$ cat src/rx_steer_pkg.sv
// constants and types shared by the receive filter and steering block
package rx_steer_pkg;
    localparam int NUM_CHAN = 8;
    localparam int CHAN_W = 3;
    localparam int CNT_W = 16;
    localparam int FIFO_DEPTH = 16;
    localparam int BYTE_W = 8;
    // frame geometry
    localparam logic [15:0] MIN_FRAME_LEN = 16'h0040;
    localparam logic [15:0] RUNT_FCS_LEN = 16'h0014;
    localparam logic [15:0] FCS_BYTES = 16'h0004;
    localparam logic [15:0] MAX_LEN_RST = 16'h05ee;
    localparam logic [15:0] CNT_SAT = 16'hffff;
    localparam logic [15:0] DA_BYTES = 16'h0006;
    localparam logic [15:0] TYPE_POS_HI = 16'h000c;
    localparam logic [15:0] TYPE_POS_LO = 16'h000d;
    localparam logic [15:0] TCI_POS_HI = 16'h000e;
    localparam logic [15:0] TCI_POS_LO = 16'h000f;
    // field values
    localparam logic [15:0] VLAN_TYPE = 16'h8100;
    localparam logic [15:0] CTRL_TYPE = 16'h8808;
    localparam logic [15:0] PAUSE_OPCODE = 16'h0001;
    localparam logic [47:0] PAUSE_DA = 48'h0180c2000001;
    localparam int GROUP_BIT = 40;
    localparam int PRIO_MSB = 15;
    localparam int PRIO_LSB = 13;
    localparam logic [2:0] PRIO_HIGH_MIN = 3'h4;
    localparam int HASH_W = 6;
    localparam logic [31:0] TEARDOWN_PTR = 32'hfffffffc;

    typedef enum logic [2:0] {
        CLS_PROPER,
        CLS_UNDERSIZED,
        CLS_FRAGMENT,
        CLS_OVERSIZED,
        CLS_JABBER,
        CLS_ERRORED
    } frame_class_t;
endpackage

$ cat src/rx_byte_fifo.sv
// byte fifo between the receive filter and the dma side
`timescale 1ns/1ps
`default_nettype none
module rx_byte_fifo #(
    parameter int WIDTH = 8,
    parameter int DEPTH = 16
) (
    // clock and reset
    input wire logic ref_clk,
    input wire logic sys_rst,
    // fill side
    input wire logic wr_valid,
    output logic wr_ready,
    input wire logic [WIDTH-1:0] wr_data,
    // drain side
    output logic rd_valid,
    input wire logic rd_ready,
    output logic [WIDTH-1:0] rd_data
);
    localparam int AW = $clog2(DEPTH);

    typedef struct packed {
        logic [DEPTH-1:0][WIDTH-1:0] mem;
        logic [AW-1:0] wp;
        logic [AW-1:0] rp;
        logic [AW:0] cnt;
    } fifo_st_t;

    fifo_st_t st_q, st_d;
    logic push, pop;

    assign wr_ready = (st_q.cnt != (AW+1)'(DEPTH));
    assign rd_valid = (st_q.cnt != '0);
    assign rd_data = st_q.mem[st_q.rp];
    assign push = wr_valid && wr_ready;
    assign pop = rd_valid && rd_ready;

    always_comb begin
        st_d = st_q;
        if (push) begin
            st_d.mem[st_q.wp] = wr_data;
            st_d.wp = (st_q.wp == AW'(DEPTH-1)) ? '0 : st_q.wp + 1'b1;
        end
        if (pop) begin
            st_d.rp = (st_q.rp == AW'(DEPTH-1)) ? '0 : st_q.rp + 1'b1;
        end
        st_d.cnt = st_q.cnt + (AW+1)'(push) - (AW+1)'(pop);
    end

    always_ff @(posedge ref_clk or posedge sys_rst) begin
        if (sys_rst) begin
            st_q <= '0;
        end else begin
            st_q <= st_d;
        end
    end
endmodule // rx_byte_fifo
`default_nettype wire

$ cat src/rx_filter_steer.sv
// receive frame filter, channel steering, free buffer and teardown logic
`timescale 1ns/1ps
`default_nettype none
module rx_filter_steer
    import rx_steer_pkg::*;
#(
    parameter int DATA_FIFO_DEPTH = FIFO_DEPTH
) (
    // clock and reset
    input wire logic ref_clk,
    input wire logic sys_rst,
    // incoming frame bytes
    input wire logic in_valid,
    output logic in_ready,
    input wire logic [7:0] in_data,
    input wire logic in_last,
    input wire logic in_code_err,
    input wire logic in_align_err,
    input wire logic in_crc_err,
    // bytes towards dma
    output logic out_valid,
    input wire logic out_ready,
    output logic [7:0] out_data,
    // per-frame verdict
    output logic res_valid,
    output logic res_accept,
    output logic [CHAN_W-1:0] res_chan,
    output frame_class_t res_class,
    output logic [15:0] res_len,
    output logic [15:0] res_frame_len,
    output logic res_high_prio,
    output logic res_is_bcast,
    output logic pause_detect,
    // steering configuration
    input wire logic rx_dma_enable,
    input wire logic [NUM_CHAN-1:0] rx_chan_enable_set,
    input wire logic [NUM_CHAN-1:0] rx_chan_enable_clear,
    output logic [NUM_CHAN-1:0] chan_accept_bit,
    input wire logic bcast_accept,
    input wire logic [CHAN_W-1:0] bcast_chan_sel,
    input wire logic mcast_accept,
    input wire logic [CHAN_W-1:0] mcast_chan_sel,
    input wire logic [CHAN_W-1:0] catchall_chan_sel,
    input wire logic accept_ctrl_frames,
    input wire logic accept_short_frames,
    input wire logic accept_error_frames,
    input wire logic accept_all_frames,
    input wire logic prio_filter_enable,
    input wire logic rx_keep_fcs,
    input wire logic [31:0] mcast_hash_lo,
    input wire logic [31:0] mcast_hash_hi,
    input wire logic [15:0] low_prio_drop_threshold,
    input wire logic max_len_wr,
    input wire logic [15:0] max_len_wdata,
    output logic [15:0] rx_max_frame_len,
    // station address programming
    input wire logic [CHAN_W-1:0] station_addr_index,
    input wire logic station_addr_upper_wr,
    input wire logic [31:0] station_addr_upper,
    input wire logic station_addr_lower_wr,
    input wire logic [15:0] station_addr_lower,
    // free buffer accounting
    input wire logic free_add_wr,
    input wire logic [CHAN_W-1:0] free_add_chan,
    input wire logic [15:0] free_add_count,
    input wire logic buf_used,
    input wire logic [CHAN_W-1:0] buf_used_chan,
    output logic [NUM_CHAN*CNT_W-1:0] rx_free_buf_count,
    // teardown and completion pointers
    input wire logic rx_chan_shutdown_cmd,
    input wire logic [CHAN_W-1:0] shutdown_chan_sel,
    output logic shutdown_done,
    output logic shutdown_done_flag,
    output logic [CHAN_W-1:0] shutdown_chan,
    output logic [NUM_CHAN-1:0] rx_irq,
    input wire logic comp_ptr_wr,
    input wire logic [CHAN_W-1:0] comp_ptr_chan,
    input wire logic [31:0] comp_ptr_wdata,
    input wire logic [CHAN_W-1:0] comp_ptr_rd_chan,
    output logic [31:0] rx_completion_ptr
);
    // ------------------------------------------------------------
    // state
    // ------------------------------------------------------------
    typedef struct packed {
        logic [NUM_CHAN-1:0] chan_en;
        logic [39:0] addr_upper;
        logic [NUM_CHAN-1:0][7:0] addr_low;
        logic [NUM_CHAN-1:0][CNT_W-1:0] free_cnt;
        logic [NUM_CHAN-1:0][31:0] comp_ptr;
        logic [NUM_CHAN-1:0] td_pend;
        logic [15:0] max_len;
        logic [15:0] byte_cnt;
        logic [47:0] da;
        logic [15:0] ltype;
        logic [15:0] tci;
        logic res_valid;
        logic res_accept;
        logic [CHAN_W-1:0] res_chan;
        frame_class_t res_class;
        logic [15:0] res_len;
        logic [15:0] res_frame_len;
        logic res_high_prio;
        logic res_is_bcast;
        logic pause;
        logic td_done;
        logic td_flag;
        logic [CHAN_W-1:0] td_chan;
        logic [NUM_CHAN-1:0] irq;
        logic [31:0] cp_rd;
    } st_t;

    st_t st_q, st_d;
    logic take, fifo_wr, fifo_rdy, errs, is_short, is_long, is_bcast, is_mcast, is_ctrl;
    logic hash_hit, addr_hit, uc_any, sta_any, qual_ok, low_prio, qos_drop, accept_now;
    logic [15:0] len_now;
    logic [CHAN_W-1:0] chan_now, uc_chan;
    logic [HASH_W-1:0] hash_idx;
    logic [NUM_CHAN-1:0] sta_hit;
    logic [NUM_CHAN-1:0][CNT_W-1:0] fc_next;
    logic [63:0] hash_tab;

    // six-bit fold of the destination address
    function automatic logic [HASH_W-1:0] hash_fold(input logic [47:0] a);
        logic [HASH_W-1:0] h;
        h = '0;
        for (int i = 0; i < 48 / HASH_W; i++) begin
            h = h ^ a[i*HASH_W +: HASH_W];
        end
        return h;
    endfunction

    // ------------------------------------------------------------
    // data buffering
    // ------------------------------------------------------------
    assign take = in_valid && in_ready;
    assign fifo_wr = in_valid && rx_dma_enable && (st_q.byte_cnt < st_q.max_len);

    rx_byte_fifo #(.WIDTH(BYTE_W), .DEPTH(DATA_FIFO_DEPTH)) u_fifo (
        .ref_clk(ref_clk),
        .sys_rst(sys_rst),
        .wr_valid(fifo_wr),
        .wr_ready(fifo_rdy),
        .wr_data(in_data),
        .rd_valid(out_valid),
        .rd_ready(out_ready),
        .rd_data(out_data)
    );
    assign in_ready = fifo_rdy;

    // ------------------------------------------------------------
    // per-channel address match and free counts
    // ------------------------------------------------------------
    for (genvar g = 0; g < NUM_CHAN; g++) begin : g_chan
        logic [CNT_W+1:0] sum;
        assign sta_hit[g] = (st_q.da[47:8] == st_q.addr_upper)
            && (st_q.da[7:0] == st_q.addr_low[g]);
        always_comb begin
            sum = {2'b00, st_q.free_cnt[g]};
            if (free_add_wr && free_add_chan == CHAN_W'(g)) begin
                sum = sum + {2'b00, free_add_count};
            end
            if (buf_used && buf_used_chan == CHAN_W'(g) && sum != '0) begin
                sum = sum - 1'b1;
            end
            fc_next[g] = (sum > {2'b00, CNT_SAT}) ? CNT_SAT : sum[CNT_W-1:0];
        end
    end

    always_comb begin
        uc_chan = '0;
        for (int k = NUM_CHAN - 1; k >= 0; k--) begin
            if (sta_hit[k] && st_q.chan_en[k]) begin
                uc_chan = CHAN_W'(k);
            end
        end
    end
    assign uc_any = |(sta_hit & st_q.chan_en);
    assign sta_any = |sta_hit;

    // ------------------------------------------------------------
    // frame verdict on the last byte
    // ------------------------------------------------------------
    assign len_now = (st_q.byte_cnt == CNT_SAT) ? CNT_SAT : st_q.byte_cnt + 16'h0001;
    assign errs = in_code_err || in_align_err || in_crc_err;
    assign is_short = len_now < MIN_FRAME_LEN;
    assign is_long = len_now > st_q.max_len;
    assign is_bcast = &st_q.da;
    assign is_mcast = st_q.da[GROUP_BIT] && !is_bcast;
    assign is_ctrl = st_q.ltype == CTRL_TYPE;
    assign hash_idx = hash_fold(st_q.da);
    assign hash_tab = {mcast_hash_hi, mcast_hash_lo};
    assign hash_hit = hash_tab[hash_idx];

    always_comb begin
        if (is_bcast) begin
            addr_hit = bcast_accept;
            chan_now = bcast_chan_sel;
        end else if (is_mcast) begin
            addr_hit = mcast_accept && hash_hit && st_q.chan_en[mcast_chan_sel];
            chan_now = mcast_chan_sel;
        end else begin
            addr_hit = uc_any;
            chan_now = uc_chan;
        end
        if (is_ctrl && !accept_ctrl_frames) begin
            addr_hit = 1'b0;
        end
        if (!addr_hit) begin
            chan_now = catchall_chan_sel;
        end
    end

    assign qual_ok = (!is_ctrl || accept_ctrl_frames)
        && ((!is_short && !is_long && !errs)
        || (is_short && accept_short_frames && (!errs || accept_error_frames))
        || (!is_short && (is_long || errs) && accept_error_frames));
    assign low_prio = !(st_q.ltype == VLAN_TYPE
        && st_q.tci[PRIO_MSB:PRIO_LSB] >= PRIO_HIGH_MIN);
    assign qos_drop = prio_filter_enable && low_prio
        && (st_q.free_cnt[chan_now] <= low_prio_drop_threshold);
    assign accept_now = rx_dma_enable && qual_ok && (addr_hit || accept_all_frames)
        && !qos_drop;

    // ------------------------------------------------------------
    // next state
    // ------------------------------------------------------------
    always_comb begin
        st_d = st_q;
        st_d.res_valid = 1'b0;
        st_d.pause = 1'b0;
        st_d.td_done = 1'b0;
        st_d.td_flag = 1'b0;
        st_d.irq = '0;
        st_d.free_cnt = fc_next;
        st_d.cp_rd = st_q.comp_ptr[comp_ptr_rd_chan];
        st_d.chan_en = (st_q.chan_en & ~rx_chan_enable_clear) | rx_chan_enable_set;
        if (max_len_wr) begin
            st_d.max_len = max_len_wdata;
        end
        if (station_addr_upper_wr) begin
            st_d.addr_upper[39:8] = station_addr_upper;
        end
        if (station_addr_lower_wr) begin
            st_d.addr_upper[7:0] = station_addr_lower[15:8];
            st_d.addr_low[station_addr_index] = station_addr_lower[7:0];
        end
        if (comp_ptr_wr) begin
            st_d.comp_ptr[comp_ptr_chan] = comp_ptr_wdata;
        end
        if (take) begin
            if (st_q.byte_cnt < DA_BYTES) begin
                st_d.da = {st_q.da[39:0], in_data};
            end
            if (st_q.byte_cnt == TYPE_POS_HI || st_q.byte_cnt == TYPE_POS_LO) begin
                st_d.ltype = {st_q.ltype[7:0], in_data};
            end
            if (st_q.byte_cnt == TCI_POS_HI || st_q.byte_cnt == TCI_POS_LO) begin
                st_d.tci = {st_q.tci[7:0], in_data};
            end
            st_d.byte_cnt = len_now;
            if (in_last) begin
                st_d.byte_cnt = '0;
                st_d.res_valid = 1'b1;
                st_d.res_accept = accept_now;
                st_d.res_chan = chan_now;
                st_d.res_frame_len = len_now;
                st_d.res_high_prio = !low_prio;
                st_d.res_is_bcast = is_bcast;
                if (is_short) begin
                    st_d.res_class = errs ? CLS_FRAGMENT : CLS_UNDERSIZED;
                end else if (is_long) begin
                    st_d.res_class = errs ? CLS_JABBER : CLS_OVERSIZED;
                end else begin
                    st_d.res_class = errs ? CLS_ERRORED : CLS_PROPER;
                end
                if (is_long) begin
                    st_d.res_len = st_q.max_len;
                end else if (len_now <= RUNT_FCS_LEN || rx_keep_fcs) begin
                    st_d.res_len = len_now;
                end else begin
                    st_d.res_len = len_now - FCS_BYTES;
                end
                st_d.pause = is_ctrl && st_q.tci == PAUSE_OPCODE && !is_short && !is_long
                    && !errs && (st_q.da == PAUSE_DA || sta_any);
            end
        end
        // teardown runs only between frames
        if (st_q.byte_cnt == '0 && !take && st_q.td_pend != '0) begin
            for (int k = NUM_CHAN - 1; k >= 0; k--) begin
                if (st_q.td_pend[k]) begin
                    st_d.td_chan = CHAN_W'(k);
                end
            end
            st_d.td_done = 1'b1;
            st_d.td_pend[st_d.td_chan] = 1'b0;
            st_d.td_flag = st_q.chan_en[st_d.td_chan];
            st_d.irq[st_d.td_chan] = 1'b1;
            st_d.comp_ptr[st_d.td_chan] = TEARDOWN_PTR;
        end
        if (rx_chan_shutdown_cmd) begin
            st_d.td_pend[shutdown_chan_sel] = 1'b1;
        end
    end

    always_ff @(posedge ref_clk or posedge sys_rst) begin
        if (sys_rst) begin
            st_q <= '0;
            st_q.max_len <= MAX_LEN_RST;
        end else begin
            st_q <= st_d;
        end
    end

    // ------------------------------------------------------------
    // outputs
    // ------------------------------------------------------------
    assign res_valid = st_q.res_valid;
    assign res_accept = st_q.res_accept;
    assign res_chan = st_q.res_chan;
    assign res_class = st_q.res_class;
    assign res_len = st_q.res_len;
    assign res_frame_len = st_q.res_frame_len;
    assign res_high_prio = st_q.res_high_prio;
    assign res_is_bcast = st_q.res_is_bcast;
    assign pause_detect = st_q.pause;
    assign chan_accept_bit = st_q.chan_en;
    assign rx_max_frame_len = st_q.max_len;
    assign rx_free_buf_count = st_q.free_cnt;
    assign shutdown_done = st_q.td_done;
    assign shutdown_done_flag = st_q.td_flag;
    assign shutdown_chan = st_q.td_chan;
    assign rx_irq = st_q.irq;
    assign rx_completion_ptr = st_q.cp_rd;

    // ------------------------------------------------------------
    // assertions
    // ------------------------------------------------------------
    property p_bcast_one_chan;
        @(posedge ref_clk) disable iff (sys_rst)
        res_valid && res_accept && res_is_bcast && $past(bcast_accept)
            |-> res_chan == $past(bcast_chan_sel);
    endproperty
    a_bcast_one_chan: assert property (p_bcast_one_chan)
        else $error("broadcast steered to wrong channel");

    property p_bcast_off;
        @(posedge ref_clk) disable iff (sys_rst)
        res_valid && res_is_bcast && !$past(bcast_accept) && !$past(accept_all_frames)
            |-> !res_accept;
    endproperty
    a_bcast_off: assert property (p_bcast_off)
        else $error("broadcast accepted while disabled");

    property p_chan_set;
        @(posedge ref_clk) disable iff (sys_rst)
        rx_chan_enable_set != '0 |=> (chan_accept_bit & $past(rx_chan_enable_set))
            == $past(rx_chan_enable_set);
    endproperty
    a_chan_set: assert property (p_chan_set)
        else $error("channel enable set lost");

    property p_free_add;
        @(posedge ref_clk) disable iff (sys_rst)
        free_add_wr && !buf_used
            && 17'(st_q.free_cnt[free_add_chan]) + 17'(free_add_count) <= 17'(CNT_SAT)
            |=> st_q.free_cnt[$past(free_add_chan)]
                == $past(st_q.free_cnt[free_add_chan]) + $past(free_add_count);
    endproperty
    a_free_add: assert property (p_free_add)
        else $error("free count did not add host value");

    property p_td_done;
        @(posedge ref_clk) disable iff (sys_rst)
        shutdown_done |-> rx_irq[shutdown_chan]
            && st_q.comp_ptr[shutdown_chan] == TEARDOWN_PTR;
    endproperty
    a_td_done: assert property (p_td_done)
        else $error("teardown without interrupt or pointer");

    property p_td_keep_en;
        @(posedge ref_clk) disable iff (sys_rst)
        shutdown_done && $past(rx_chan_enable_set) == '0
            && $past(rx_chan_enable_clear) == '0 |-> $stable(chan_accept_bit);
    endproperty
    a_td_keep_en: assert property (p_td_keep_en)
        else $error("teardown changed channel enables");

    property p_td_wait;
        @(posedge ref_clk) disable iff (sys_rst)
        rx_chan_shutdown_cmd && st_q.byte_cnt == '0 && !take && st_q.td_pend == '0
            |=> ##1 shutdown_done && shutdown_chan == $past(shutdown_chan_sel, 2);
    endproperty
    a_td_wait: assert property (p_td_wait)
        else $error("idle teardown not completed in two cycles");

    property p_long_trunc;
        @(posedge ref_clk) disable iff (sys_rst)
        res_valid && (res_class == CLS_OVERSIZED || res_class == CLS_JABBER)
            |-> res_len == rx_max_frame_len;
    endproperty
    a_long_trunc: assert property (p_long_trunc)
        else $error("long frame length not max length");

    property p_runt_fcs;
        @(posedge ref_clk) disable iff (sys_rst)
        res_valid && res_frame_len <= RUNT_FCS_LEN |-> res_len == res_frame_len;
    endproperty
    a_runt_fcs: assert property (p_runt_fcs)
        else $error("short frame lost check bytes");

    property p_max_rst;
        @(posedge ref_clk) disable iff (sys_rst)
        $fell(sys_rst) |-> rx_max_frame_len == MAX_LEN_RST;
    endproperty
    a_max_rst: assert property (p_max_rst)
        else $error("max length reset value wrong");
endmodule // rx_filter_steer
`default_nettype wire

$ cat config.mk
export PLATFORM = sky130hd
export DESIGN_NAME = rx_filter_steer
export DESIGN_NICKNAME = d
export VERILOG_FILES = /design/src/rx_steer_pkg.sv /design/src/rx_byte_fifo.sv /design/src/rx_filter_steer.sv
export SDC_FILE = /design/constraint.sdc
export NUM_CORES = 2
export LEC_CHECK = 0
export BUFFER_PORTS_ARGS = -buffer_cell sky130_fd_sc_hd__buf_2
export CORE_UTILIZATION = 65
export DETAILED_ROUTE_END_ITERATION = 10
export HOLD_SLACK_MARGIN = 0.02
export PLACE_DENSITY = 0.95
export SLEW_MARGIN = 20
export SYNTH_ARGS = -nofsm -noshare
export SYNTH_HDL_FRONTEND = slang
export SYNTH_SLANG_ARGS = --single-unit
$ cat constraint.sdc
create_clock -name ref_clk -period 64.7 [get_ports ref_clk]
set_clock_uncertainty 0.1 [all_clocks]
set_input_delay 3.235 -clock ref_clk [delete_from_list [all_inputs] [get_ports ref_clk]]
set_output_delay 3.235 -clock ref_clk [all_outputs]
set_load 0.02 [all_outputs]
==> results.md <==
Route:
- The detailed router finished its first iteration with 4537 violations.
- The total wirelength of the detailed-routed design is 162000 um.
- The number of vias per cell after detailed routing is 6.68.
- The antenna violation net count after detailed routing is 0.
- The met2 routed wirelength is ~76000 um.
- The wire length on met1 is just under 60000 um.
- The first detailed-routing pass ran for 8 iterations.
- The highest signal layer in the routed design is met5.
- The average wire length per cell after detail routing is 25.9 um.
- The via count is around 42000.
- The remaining design rule violation count is 0.
- Wire segments on met3 add up to around 17000 um in the final route.

Clocking:
- The number of buffers inserted during clock tree synthesis is 89.
- The clock latency reported for the late side of the worst-skew pair is around 0.66 ns.
- TritonCTS built the clock tree.
- Clock tree synthesis found a total of about 850 sinks.
- The clock-pin slew on the worst setup and hold paths is 0.06 ns.
- The count of cells resized by post-cts repair is 0.
- The tree is rooted in a sky130_fd_sc_hd__clkbuf_16.
- Hold repair after CTS inserted 0 buffers.
- Post-CTS timing repair inserted 0 buffers for setup.
- The clock tree synthesis step divided the H-tree into 3 levels.
- No sink is reached through more buffers than the 3 on the longest clock path.

Yosys:
- The main combinational cell family by area after synthesis is multiplexers.
- The most used flip-flop cell after synthesis is sky130_fd_sc_hd__dfrtp_1.
- The xor and xnor area share after synthesis is 5.93%.
- Synthesis produced a netlist with a net count of 5424.
- The share of synthesized area spent on multiplexers is a little over a fifth.
- After synthesis the cells add up to roughly 52000 um2.
- The async set or reset register ratio after synthesis is 100%.
- The number of synthesized register bits is around 850.
- The mean instance size in the synthesized netlist is about 11 um2.
- The share of the synthesized area in compound gates (AO/OA/AOI/OAI) is around 8%.
- The number of different library cells used by synthesis comes to 87.
- Synthesis produced ~4900 cells.
- The post-synthesis adder-cell area fraction is ~5.4%.
- The post-synthesis simple-gate area fraction is 12.7%.
- Counting flops with a built-in enable in the synthesized netlist gives 0.
- The count of synthesis-stage warnings from yosys is 0.
- The sequential fraction of the synthesis area is a little over 40%.

STA:
- The setup-violating endpoint count in the final report is 0.
- The final number of max-transition violations is 0.
- The number of hold violations in the final report is 0.
- For the final routed database, the setup TNS stands at 0 ns.
- The routed design could run at a clock period as short as between 8 and 9 ns.
- The ratio of final minimum period to clock period is between 10% and 20%.
- The setup slack after layout is approximately 56 ns.
- The relative slew slack is between 20% and 30%.
- The slew of the pin with the lowest slew margin is ~1.2 ns.
- Setup repair after global routing left no endpoint under its margin.
- Derived from the worst setup path, the maximum achievable clock frequency is around 120 MHz.

Power and ir drop:
- The total design power is slightly below 3 mW.
- Of the total power, the share spent switching nets is 43.5%.
- The switching power summed over all nets is ~1.3 mW.
- Cell internal power was estimated by the tool at about 1.6 mW.
- The share of power burned in registers is 33.0%.
- The maximum resistive drop on vdd is around 87 uV.
- The total leakage power is approximately 27 nW.
- Power spread over the standard cell area amounts to roughly 51 nW/um2.
- Of the total power, the clock network draws between 10% and 20%.
- The combinational power share is 48.7%.

Global routing:
- The first global-routing pass estimated approximately 240000 um of wire.
- The pin count of the biggest net entering global routing is a little over 100.
- The aggregate global-route resource usage is between 30% and 40%.
- The initial antenna violation count came to 16.
- The global-route congestion overflow total is 0.
- The via count of the first global-routing pass is between 40000 and 50000.

Floorplan:
- The floorplan step set the die width to approximately 290 um.
- Measured along the y axis, the die boundary spans about 290 um.
- The die covers between 80000 and 90000 um2.
- In this run the count of I/O pins placed on the die edge is roughly 520.
- The total area inside the core boundary comes to roughly 80000 um2.
- The initial standard-cell utilization of the core is around two thirds.
- The floorplan has 103 rows.

Outcome:
- The flow ran to the end, and the final reports show no timing, DRC or antenna violations.

Layout:
- Once layout is complete, the utilization of the core stands at between 70 and 80%.
- The net count reported at finish is ~5600.
- After routing the design area is around 57000 um2.
- Leaving out fill and tap cells, the most frequent cell in the layout is sky130_fd_sc_hd__dfrtp_1.
- The layout overhead on the synthesized area is 9.16%.
- The share of layout cells above drive strength 1 is around a quarter.
- Summing all multi-input logic gate instances after layout gives about 28000 um2.
- The area used by sequential logic in the layout is about 21000 um2.
- In the layout the commonest cells are sky130_fd_sc_hd__dfrtp_1 (835), sky130_fd_sc_hd__nand2_1 (617), sky130_fd_sc_hd__buf_2 (515).
- The filler cells instantiated in the layout total roughly 5100.

Placed design:
- The half-perimeter wire length of the detailed placement result is between 100000 and 150000 um.
- Timing analysis after detailed placement gives a worst setup slack of approximately 55 ns.
- Routability-driven placement finished with a final weighted congestion of around 1.
- The area after detailed placement is between 50000 and 60000 um2.
- Port buffering added slightly above 500 buffers.

Setup path:
- The largest fanout on the critical path is between 60 and 70.
- STA classifies the critical path endpoint as a flop.
- By startpoint and endpoint, the worst setup path is classified as in -> reg.
- The kind of start point of the critical path is a primary input.
- STA puts the critical path data arrival time at about 9 ns.
- The required time at the worst-slack endpoint is between 60 and 70 ns.

Job:
- The tool flagged a number of max-cap violations equal to 0.

Min path:
- The classification of the worst-slack hold path is reg -> reg.
==> kinds of logic (layout without fill, tap and decap cells) <==
logic type                 after synthesis  in the layout
buffers and inverters                  614            855
adders and majority gates              219            219
DFF                                    845            845
other                                    0             11
and+or+nand+nor                       1386           1386
muxes                                  893            893
xor gates and xnor gates               351            351
AOI/OAI and AO/OA                      630            630
==> final timing paths <==
| check | start | depth (start not counted) | slack, ns | endpoint |
|---|---|---|---|---|
| setup / recovery | mcast_hash_lo[13] | 26 | 56.01 | res_accept$_DFFE_PP0P_ |
| hold / removal | res_len[9]$_DFFE_PP0P_ | 2 | 0.37 | res_len[9]$_DFFE_PP0P_ |
| setup reg to reg | st_q[122]$_DFFE_PP0P_ | 29 | 56.80 | res_accept$_DFFE_PP0P_ |
| hold reg to reg | res_len[9]$_DFFE_PP0P_ | 2 | 0.37 | res_len[9]$_DFFE_PP0P_ |
| max in group asynchronous | sys_rst | 5 | 58.98 | u_fifo.st_q[5]$_DFFE_PP0P_ |
| min in group asynchronous | sys_rst | 2 | 2.62 | rx_irq[1]$_DFF_PP0_ |
==> power by group through the flow <==
stage,combinational (mW),clock (mW),sequential (mW)
4_1_cts,1.39,0.533,0.944
6_report,1.41,0.531,0.960
5_1_grt,1.51,0.554,0.966
3_5_place_dp,1.37,0,0.945
3_3_place_gp,1.31,0,0.932
2_1_floorplan,1.12,0,0.836
==> cells in the mapped netlist, drive strengths merged (126+ instances only) <==
| master | n | area share [%] |
|---|---|---|
| mux2 | 368 | 8.0 |
| nor2 | 214 | 1.5 |
| nand2 | 618 | 4.5 |
| buf | 320 | 4.1 |
| clkbuf | 168 | 1.2 |
| inv | 126 | 0.91 |
| xnor2 | 250 | 4.2 |
| a21oi | 154 | 1.5 |
| o21ai | 145 | 1.4 |
| ha | 210 | 5.0 |
| mux2i | 405 | 7.8 |
| dfrtp | 837 | 40 |
==> final cells by class <==
type                       count  area share [%]
antenna                       11          0.0484
tap                         1050            2.31
multi-input combinational   3479            48.9
timing repair buffer         569            5.36
inverter                     126           0.845
clock inverter                29           0.776
sequential                   845            37.2
clock buffer                 131            4.56
==> critical path: stages <==
cell                       delay (ns)
sky130_fd_sc_hd__buf_2           0.09
sky130_fd_sc_hd__mux2i_1         0.07
sky130_fd_sc_hd__mux2i_1         0.39
sky130_fd_sc_hd__a32o_1          0.25
sky130_fd_sc_hd__nor4_1          0.06
sky130_fd_sc_hd__or4b_4          0.54
sky130_fd_sc_hd__a31oi_4         0.37
sky130_fd_sc_hd__mux2i_4         0.28
sky130_fd_sc_hd__buf_4           0.82
sky130_fd_sc_hd__mux2i_1         0.27
sky130_fd_sc_hd__a22o_1          0.18
sky130_fd_sc_hd__a221oi_2        0.04
sky130_fd_sc_hd__ha_1            0.34
sky130_fd_sc_hd__nor2b_1         0.13
sky130_fd_sc_hd__o21a_1          0.11
sky130_fd_sc_hd__o21ai_0         0.06
sky130_fd_sc_hd__nand2b_1        0.07
sky130_fd_sc_hd__a21oi_1         0.06
sky130_fd_sc_hd__nor2b_1         0.10
sky130_fd_sc_hd__o21ai_0         0.08
sky130_fd_sc_hd__nand2b_1        0.08
sky130_fd_sc_hd__a21oi_1         0.06
sky130_fd_sc_hd__or3_1           0.30
sky130_fd_sc_hd__a21oi_1         0.59
sky130_fd_sc_hd__o221ai_1        0.26
sky130_fd_sc_hd__o21ai_0         0.21
==> flip-flops by register name, indices dropped and copies added (netlist names), 8 cells and up <==
name / flops
st_q: 464
u_fifo.st_q: 141
rx_free_buf_count: 128
rx_completion_ptr: 32
res_frame_len: 16
res_len: 16
rx_max_frame_len: 16
chan_accept_bit: 8
rx_irq: 8
==> layer usage <==
layer  vias up  global-route usage [%]
li1      17800                       -
met1     20400                    48.8
met2      2758                    62.9
met3       695                    8.25
met4         8                    22.6
met5         -                       0
==> per-stage QoR <==
step                hold slack, ns  std cells
floorplan                    0.347       4938
CTS                          0.378       6226
detailed placement           0.365       6066
global route                 0.407       6239
finish                       0.371       6240
global placement             0.358       6066
(Power assumes the default switching activity.)
